--- src/include/adcc_pkg.sv ---
// Constants, types and register map of the converter control block.
// Assumes a single system clock and an 8-bit register port.
package adcc_pkg;
  // ----------------------------------------------------------------
  // Register map
  // ----------------------------------------------------------------
  localparam int ADDR_W = 3;
  localparam logic [2:0] OFF_RES_HIGH = 3'h0;
  localparam logic [2:0] OFF_RES_LOW = 3'h1;
  localparam logic [2:0] OFF_CONTROL = 3'h2;
  localparam logic [2:0] OFF_CLK_PWR = 3'h3;
  localparam logic [2:0] OFF_PIN_EN = 3'h4;
  localparam logic [2:0] OFF_IRQ_STAT = 3'h5;
  localparam logic [2:0] OFF_IRQ_MASK = 3'h6;
  // ----------------------------------------------------------------
  // Field positions
  // ----------------------------------------------------------------
  localparam int START_BIT = 7;
  localparam int RUN_BIT = 6;
  localparam int PWR_OFF_BIT = 6;
  localparam int REF_SEL_BIT = 5;
  localparam int CLK_SEL_HI = 2;
  localparam int CHAN_HI = 3;
  localparam int HIGH_BYTE_LO = 4;
  localparam int RESULT_W = 12;
  localparam int LOW_PAD_W = 4;
  localparam logic [3:0] TOP_BIT_IDX = 4'hB;
  localparam logic [11:0] FIRST_TRIAL = 12'h800;
  // ----------------------------------------------------------------
  // Reset values and divider
  // ----------------------------------------------------------------
  localparam logic RUN_RESET = 1'b1;
  localparam logic PWR_OFF_RESET = 1'b1;
  localparam logic [7:0] PIN_EN_RESET = 8'h00;
  localparam logic [7:0] DIV_BASE = 8'h02;
  localparam logic [7:0] DIV_ONE = 8'h01;
  // ----------------------------------------------------------------
  // Sequencer states
  // ----------------------------------------------------------------
  typedef enum logic [2:0]
  {
    ST_IDLE = 3'b001,
    ST_ARMED = 3'b010,
    ST_CONV = 3'b100
  } adcc_state_type;
endpackage

--- src/include/adcc_if.sv ---
// Link between the control block and its approximation sequencer.
// Assumes both ends run on the same system clock.
`timescale 1ns/1ps
interface adcc_if;
  logic go;
  logic clr;
  logic cken;
  logic comp;
  logic done;
  logic [11:0] code;
  modport ctl (output go, output clr, output cken, output comp, input done, input code);
  modport sar (input go, input clr, input cken, input comp, output done, output code);
endinterface

--- src/verilog/adcc_sar.sv ---
// Successive approximation sequencer, one result bit per converter clock.
// Assumes a comparator that is high while the input is at or above the trial code.
`timescale 1ns/1ps
module adcc_sar
(
  // Clock and reset
  input wire logic clk_in,
  input wire logic rst_in,
  // Control link
  adcc_if.sar link
);
  typedef struct packed
  {
    logic busy;
    logic [3:0] idx;
    logic [11:0] code;
    logic done;
  } adcc_sar_type;

  adcc_sar_type q;
  adcc_sar_type d;

  always_comb
  begin
    d = q;
    d.done = 1'b0;
    if (link.clr)
    begin
      d.busy = 1'b0;
      d.code = '0;
    end
    else if (link.go && !q.busy)
    begin
      d.busy = 1'b1;
      d.idx = adcc_pkg::TOP_BIT_IDX;
      d.code = adcc_pkg::FIRST_TRIAL;
    end
    else if (q.busy && link.cken)
    begin
      if (!link.comp)
      begin
        d.code[q.idx] = 1'b0;
      end
      if (q.idx == 4'h0)
      begin
        d.busy = 1'b0;
        d.done = 1'b1;
      end
      else
      begin
        d.idx = 4'(q.idx - 4'h1);
        d.code[4'(q.idx - 4'h1)] = 1'b1;
      end
    end
  end

  always_ff @(posedge clk_in or posedge rst_in)
  begin
    if (rst_in)
    begin
      q <= '0;
    end
    else
    begin
      q <= d;
    end
  end

  assign link.done = q.done;
  assign link.code = q.code;
endmodule

--- src/verilog/adcc_top.sv ---
// Converter control and result registers around one 12-bit converter.
// Assumes an external comparator, trial-code DAC and analog channel mux.
`timescale 1ns/1ps
module adcc_top
#(
  parameter bit WIDE_VARIANT = 1'b1
)
(
  // Clock and reset
  input wire logic SYS_CLK_IN,
  input wire logic SYS_RST_IN,
  // Register port
  input wire logic [2:0] REG_ADDR_IN,
  input wire logic [7:0] REG_WDATA_IN,
  input wire logic REG_WR_IN,
  input wire logic REG_RD_IN,
  output logic [7:0] REG_RDATA_OUT,
  // Analog front end
  input wire logic COMP_IN,
  output logic [11:0] DAC_CODE_OUT,
  output logic [3:0] CHAN_SEL_OUT,
  output logic CONV_RESET_OUT,
  output logic CONV_POWER_OFF_OUT,
  output logic REF_SELECT_OUT,
  // Pin function control
  input wire logic [7:0] PULLUP_CFG_IN,
  output logic [7:0] PIN_ANALOG_EN_OUT,
  output logic [7:0] PIN_DIGITAL_EN_OUT,
  output logic [7:0] PIN_PULLUP_EN_OUT,
  // Interrupt
  output logic IRQ_OUT
);
  localparam logic [3:0] CHAN_MASK = WIDE_VARIANT ? 4'hF : 4'h7;
  localparam logic [7:0] PIN_MASK = WIDE_VARIANT ? 8'hFF : 8'h3F;

  typedef struct packed
  {
    adcc_pkg::adcc_state_type st;
    logic start;
    logic run;
    logic [3:0] chan;
    logic pwr_off;
    logic ref_sel;
    logic [2:0] clk_sel;
    logic [7:0] pin_en;
    logic [11:0] res;
    logic stat;
    logic mask;
    logic irq;
    logic [7:0] rdata;
    logic [7:0] div;
    logic cken;
    logic go;
    logic clr;
    logic [3:0] sel_out;
    logic [7:0] dig_en;
    logic [7:0] pull_en;
  } adcc_top_type;

  adcc_top_type q;
  adcc_top_type d;
  adcc_if link ();

  function automatic logic fn_hit(input logic strobe, input logic [2:0] addr, input logic [2:0] off);
    fn_hit = strobe && (addr == off);
  endfunction

  // ----------------------------------------------------------------
  // Next state
  // ----------------------------------------------------------------
  always_comb
  begin
    d = q;
    d.cken = 1'b0;
    d.go = 1'b0;
    // Converter clock divider.
    if (q.pwr_off)
    begin
      d.div = '0;
    end
    else if (q.div >= 8'((adcc_pkg::DIV_BASE << q.clk_sel) - adcc_pkg::DIV_ONE))
    begin
      d.div = '0;
      d.cken = 1'b1;
    end
    else
    begin
      d.div = 8'(q.div + adcc_pkg::DIV_ONE);
    end
    // Register writes.
    // no write path to result
    if (fn_hit(REG_WR_IN, REG_ADDR_IN, adcc_pkg::OFF_CONTROL))
    begin
      d.chan = REG_WDATA_IN[adcc_pkg::CHAN_HI:0] & CHAN_MASK;
      d.start = REG_WDATA_IN[adcc_pkg::START_BIT];
    end
    if (fn_hit(REG_WR_IN, REG_ADDR_IN, adcc_pkg::OFF_CLK_PWR))
    begin
      d.pwr_off = REG_WDATA_IN[adcc_pkg::PWR_OFF_BIT];
      d.ref_sel = REG_WDATA_IN[adcc_pkg::REF_SEL_BIT];
      d.clk_sel = REG_WDATA_IN[adcc_pkg::CLK_SEL_HI:0];
    end
    if (fn_hit(REG_WR_IN, REG_ADDR_IN, adcc_pkg::OFF_PIN_EN))
    begin
      d.pin_en = REG_WDATA_IN & PIN_MASK;
    end
    if (fn_hit(REG_WR_IN, REG_ADDR_IN, adcc_pkg::OFF_IRQ_MASK))
    begin
      d.mask = REG_WDATA_IN[0];
    end
    if (d.start && !q.start)
    begin
      d.st = adcc_pkg::ST_ARMED;
      d.run = 1'b1;
    end
    else
    begin
      unique case (q.st)
        adcc_pkg::ST_IDLE:
        begin
          d.st = adcc_pkg::ST_IDLE;
        end
        adcc_pkg::ST_ARMED:
        begin
          if (!d.start)
          begin
            d.st = adcc_pkg::ST_CONV;
            d.go = 1'b1;
          end
        end
        adcc_pkg::ST_CONV:
        begin
          if (link.done)
          begin
            d.st = adcc_pkg::ST_IDLE;
            d.run = 1'b0;
            d.res = link.code;
          end
        end
        default:
        begin
          d.st = adcc_pkg::ST_IDLE;
        end
      endcase
    end
    d.clr = (d.st == adcc_pkg::ST_ARMED);
    // Done status: a read clears it, a new completion wins.
    if (fn_hit(REG_RD_IN, REG_ADDR_IN, adcc_pkg::OFF_IRQ_STAT))
    begin
      d.stat = 1'b0;
    end
    if (link.done && q.st == adcc_pkg::ST_CONV && !(d.start && !q.start))
    begin
      d.stat = 1'b1;
    end
    d.irq = d.stat && d.mask;
    d.sel_out = d.chan;
    d.dig_en = ~d.pin_en;
    d.pull_en = PULLUP_CFG_IN & ~d.pin_en;
    // Read data, valid the cycle after the strobe.
    d.rdata = '0;
    if (REG_RD_IN)
    begin
      unique case (REG_ADDR_IN)
        adcc_pkg::OFF_RES_HIGH:
        begin
          d.rdata = q.res[adcc_pkg::RESULT_W-1:adcc_pkg::HIGH_BYTE_LO];
        end
        adcc_pkg::OFF_RES_LOW:
        begin
          d.rdata = {q.res[adcc_pkg::HIGH_BYTE_LO-1:0], {adcc_pkg::LOW_PAD_W{1'b0}}};
        end
        adcc_pkg::OFF_CONTROL:
        begin
          d.rdata = {q.start, q.run, 2'h0, q.chan};
        end
        adcc_pkg::OFF_CLK_PWR:
        begin
          d.rdata = {1'b0, q.pwr_off, q.ref_sel, 2'h0, q.clk_sel};
        end
        adcc_pkg::OFF_PIN_EN:
        begin
          d.rdata = q.pin_en;
        end
        adcc_pkg::OFF_IRQ_STAT:
        begin
          d.rdata = {7'h00, q.stat};
        end
        adcc_pkg::OFF_IRQ_MASK:
        begin
          d.rdata = {7'h00, q.mask};
        end
        default:
        begin
          d.rdata = '0;
        end
      endcase
    end
  end

  // ----------------------------------------------------------------
  // State register
  // ----------------------------------------------------------------
  always_ff @(posedge SYS_CLK_IN or posedge SYS_RST_IN)
  begin
    if (SYS_RST_IN)
    begin
      q <= '0;
      q.st <= adcc_pkg::ST_IDLE;
      q.run <= adcc_pkg::RUN_RESET;
      q.pwr_off <= adcc_pkg::PWR_OFF_RESET;
      q.pin_en <= adcc_pkg::PIN_EN_RESET;
      q.dig_en <= ~adcc_pkg::PIN_EN_RESET;
    end
    else
    begin
      q <= d;
    end
  end

  // ----------------------------------------------------------------
  // Sequencer
  // ----------------------------------------------------------------
  assign link.go = q.go;
  assign link.clr = q.clr;
  assign link.cken = q.cken;
  assign link.comp = COMP_IN;

  adcc_sar u_sar
  (
    .clk_in(SYS_CLK_IN),
    .rst_in(SYS_RST_IN),
    .link(link.sar)
  );

  // ----------------------------------------------------------------
  // Outputs
  // ----------------------------------------------------------------
  assign REG_RDATA_OUT = q.rdata;
  assign DAC_CODE_OUT = link.code;
  assign CHAN_SEL_OUT = q.sel_out;
  assign CONV_RESET_OUT = q.clr;
  assign CONV_POWER_OFF_OUT = q.pwr_off;
  assign REF_SELECT_OUT = q.ref_sel;
  assign PIN_ANALOG_EN_OUT = q.pin_en;
  assign PIN_DIGITAL_EN_OUT = q.dig_en;
  assign PIN_PULLUP_EN_OUT = q.pull_en;
  assign IRQ_OUT = q.irq;
endmodule

--- config.mk ---
export PLATFORM = sky130hd
export DESIGN_NAME = adcc_top
export DESIGN_NICKNAME = d
export VERILOG_FILES = /design/src/include/adcc_pkg.sv /design/src/include/adcc_if.sv /design/src/verilog/adcc_sar.sv /design/src/verilog/adcc_top.sv
export SDC_FILE = /design/constraint.sdc
export NUM_CORES = 1
export LEC_CHECK = 0
export BUFFER_PORTS_ARGS = -buffer_cell sky130_fd_sc_hd__buf_4
export CAP_MARGIN = 20
export CORE_UTILIZATION = 61
export DETAILED_ROUTE_END_ITERATION = 16
export GPL_TIMING_DRIVEN = 0
export PLACE_DENSITY = 0.91
export SLEW_MARGIN = 20
export SYNTH_ARGS = -nofsm -noshare
export SYNTH_HDL_FRONTEND = slang
export SYNTH_HIERARCHICAL = 1
export SYNTH_SLANG_ARGS = --single-unit
--- constraint.sdc ---
create_clock -name SYS_CLK_IN -period 7.8 [get_ports SYS_CLK_IN]
set_clock_uncertainty 0.2 [all_clocks]
set_input_delay 1.17 -clock SYS_CLK_IN [delete_from_list [all_inputs] [get_ports SYS_CLK_IN]]
set_output_delay 1.17 -clock SYS_CLK_IN [all_outputs]
set_load 0.005 [all_outputs]
==> summary.md <==
| Metric | Value |
|---|---|
| Status | complete, no violations |
| Clock Latency Late Sink | 0.36 ns |
| FILL cells | 480 |
| Post-synth EDFFs | 0 |
| Max incr delay on CP | 0.45 ns |
| Finished Core Util | 75.7% |
| Vias post-DR | 3424 |
| CTS tree | built |
| Setup TNS | 0 ns |
| Die height | 89.2 um |
| Yosys warns | 6 |
| Hold path start | q[23] |
| Hold path depth | 1 |
| Final setup fails | 0 |
| Maximum vdd drop | 99.7 uV |
| # diodes | 0 |
| Die Area | 7960 um^2 |
| Post-CTS setup repair buffer count | 0 |
| Crit path launch type | register |
| P&R area growth vs syn | 18.9% |
| GP Congestion | 0.904 |
| Data arrival, critical path | 3.27 ns |
| DRT iter0 DRCs | 147 |
| H-tree Lvls | 3 |
| Syn Inst Count | 412 |
| Cts hold-fix bufs | 0 |
| Setup ws final | 4.56 ns |
| Final wirelength | 10.1 mm |
| Async set-reset flop share out of synthesis | 100% |
| Crit Path Category | reg2reg |
| Max-Cap Viols | 0 |
| Sw Ratio | 31.0% |
| CTS buffer count | 9 |
| FMAX | 309 MHz |
| Rel. slew slack | 53.1% |
| HP Class | reg2reg |
| Vias/cell | 5.70 |
| Starting Density | 63.6% |
| Post-DRT Antenna Nets | 0 |
| Synth Net Count | 445 |
| Site Rows | 31 |
| Final min period | 3.24 ns |
| Internal | 0.824 mW |
| CTS root buf | clkbuf_8 |
| Nets | 530 |
| Input/output buffers | 73 |
| Critical Path RT | 7.84 ns |
| Fin crit share | 41.5% |
| Reg2Reg Setup Slack | 4.56 ns |
| Worst-Margin Slew | 0.703 ns |
| Overall Power | 1.19 mW |
| Clk slew on worst S/H paths | 0.09 ns |
| Slew Limit Fails | 0 |
| CP most frequent cell | clkbuf_1 |
| DRC | 0 |
| DIE WIDTH | 89.2 um |
| Switching power | 0.370 mW |
| CP Capture Type | register |
| Synth Flop Type | dfrtp_1 |
| Clk sinks | 90 |
| Clk pwr share | 24.1% |
| Synth Cell Area | 4640 um^2 |
| Leak | 2.73 nW |
| Cts repair resizes | 0 |
| Flop and latch count out of synthesis | 90 |
| Number of global-route vias before repair | 3378 |
| CP max FO | 9 |
| Area of the multi-input gates | 1790 um^2 |
| R2r worst-path depth | 12 |
| Fin. Hold Viols | 0 |
| TritonRoute pass-1 iters | 5 |
| Largest net degree at the start of global routing | 62 |
| Critical path's slowest cell | or3_1 |
| Seq pwr share | 48.3% |
| Detailed placement HPWL | 7.30 mm |
| Clock tree buffer depth | 2 |
| Syn Area/Cell | 11.3 um^2 |
| Register area | 2270 um^2 |
| Post-synthesis cell type count | 66 |
| Crit-path cells | clkbuf_1, or3_1, ha_1, clkbuf_1, nor3_1, a21o_1, a21oi_1, ha_1, and4_1, a221o_1, clkbuf_1, nor2b_1 |
| DP Worst Slack | 4.59 ns |
| Share of cells above drive strength 1 | 38.8% |
| RSZ-0062 raised after global routing | no |
| Avg WL per Cell | 16.9 um |
| Top-Level Pins | 76 |
| Overflow after GRT | 0 |
| Worst reg2reg startpoint | q[62] |
| Pwr Density | 217 nW/um^2 |
| First-pass GRT wire length | 16.2 mm |
| Initial antenna violation count | 0 |
| Combinational Power Share | 27.5% |
| Sequential area share after synthesis | 48.9% |
| Worst setup path startpoint | q[62] |
| Core area | 7290 um^2 |
| Overall routing resource usage | 27.3% |
-- final timing paths --
kind                                        end
max in group asynchronous    u_sar/link.code[4]
setup / recovery                      link.cken
min in group asynchronous  PIN_ANALOG_EN_OUT[2]
setup reg to reg                      link.cken
hold / removal                            q[23]
hold reg to reg                           q[23]
-- state kept, by name, indices dropped and copies added (netlist names) --
signal	count
CHAN_SEL_OUT	4
REG_RDATA_OUT	8
PIN_PULLUP_EN_OUT	8
CONV_RESET_OUT	1
link.cken	1
link.go	1
q	30
PIN_ANALOG_EN_OUT	8
IRQ_OUT	1
u_sar/link.code	12
u_sar/q	5
CONV_POWER_OFF_OUT	1
u_sar/link.done	1
PIN_DIGITAL_EN_OUT	8
REF_SELECT_OUT	1
-- routing by layer --
metal / up-vias / wire length [um] / GRT usage [%]
li1: 1576 / - / -
met1: 1663 / 4190 / 33.3
met2: 155 / 5080 / 47.4
met3: 30 / 544 / 3.32
met4: 0 / 333 / 15.2
met5: - / 0 / 0
-- kinds of logic after synthesis --
logic type	after synthesis	share of synthesized area (%)
AND/OR/NAND/NOR	112	14.9
buffers and inverters	92	12.6
flip-flops	90	48.9
AO/OA/AOI/OAI	61	9.60
multiplexers	40	10.1
adder cells (fa/ha/maj)	9	2.43
XOR/XNOR	8	1.51
-- power groups by stage --
stage	Sequential, mW	Combinational [mW]	Clock [mW]
after floorplan	0.568	0.218	0
after global placement	0.580	0.311	0
after detailed placement	0.584	0.325	0
after CTS	0.575	0.328	0.294
after global routing	0.583	0.364	0.311
final	0.577	0.329	0.288
-- placed cells by master, fill, tap and decap left out, types with 11 or more instances in the layout --
cell | netlist | layout
dfstp_2 | 11 | 11
nand3_1 | 11 | 11
and2_1 | 11 | 11
mux2_2 | 17 | 17
nor3_1 | 11 | 11
inv_1 | 18 | 17
mux2i_1 | 15 | 15
a21oi_1 | 13 | 13
dfrtp_1 | 79 | 79
clkbuf_1 | 10 | 11
nand2_1 | 15 | 15
nor2_1 | 11 | 11
buf_4 | 49 | 122
-- critical path, delay by kind of cell, from the launching register on --
family / cells / cell delay (ns)
AO/OA/AOI/OAI: 3 / 0.49
flip-flops: 1 / 0.37
AND/OR/NAND/NOR: 4 / 0.99
adder cells (fa/ha/maj): 2 / 0.49
buffers and inverters: 3 / 0.57
-- synthesized netlist by cell type (2+ instances only) --
cell	count	share of area (%)
o211ai_1	2	0.32
buf_4	49	7.9
nor2_1	11	0.89
xor2_1	5	0.94
or2_2	2	0.27
a21boi_0	2	0.32
o21a_1	4	0.65
mux2_2	17	4.1
or3_1	3	0.40
or3b_1	3	0.57
dfrtp_1	79	43
clkbuf_1	10	0.81
dfstp_2	11	6.2
and2_1	11	1.5
mux2_4	7	2.3
nand3b_1	3	0.49
nand2b_1	2	0.27
nand2_1	15	1.2
o22ai_1	3	0.40
mux2i_1	15	3.2
buf_2	7	0.76
inv_1	18	1.5
o221ai_1	2	0.38
o32ai_1	7	1.3
nand3_1	11	1.2
and3b_1	4	0.76
a32o_1	2	0.43
a31oi_1	4	0.54
a21oi_1	13	1.4
ha_1	9	2.4
and3_1	7	0.94
inv_2	2	0.16
o311ai_1	3	0.57
xnor2_1	3	0.57
nor3_1	11	1.2
a22o_1	4	0.76
nand4b_1	6	1.1
buf_6	4	0.97
o21ai_0	4	0.43
nor3b_1	7	1.1
nor2b_1	5	0.67
-- final cells by class --
type / instances / area share (%)
buffer: 72 / 9.23
clock buffer: 10 / 2.31
clock inverter: 6 / 0.885
inverter: 20 / 1.41
multi-input combinational: 230 / 32.4
sequential: 90 / 41.1
tap: 99 / 2.25
timing repair buffer: 74 / 10.4
-- stage by stage --
step | hold slack [ns] | std cells | area, um^2
2_1_floorplan | 0.235 | 412 | 4640
3_3_place_gp | 0.265 | 584 | 5310
3_5_place_dp | 0.276 | 585 | 5340
4_1_cts | 0.288 | 601 | 5520
5_1_grt | 0.305 | 601 | 5520
6_report | 0.289 | 601 | 5520
(Power assumes the default switching activity.)
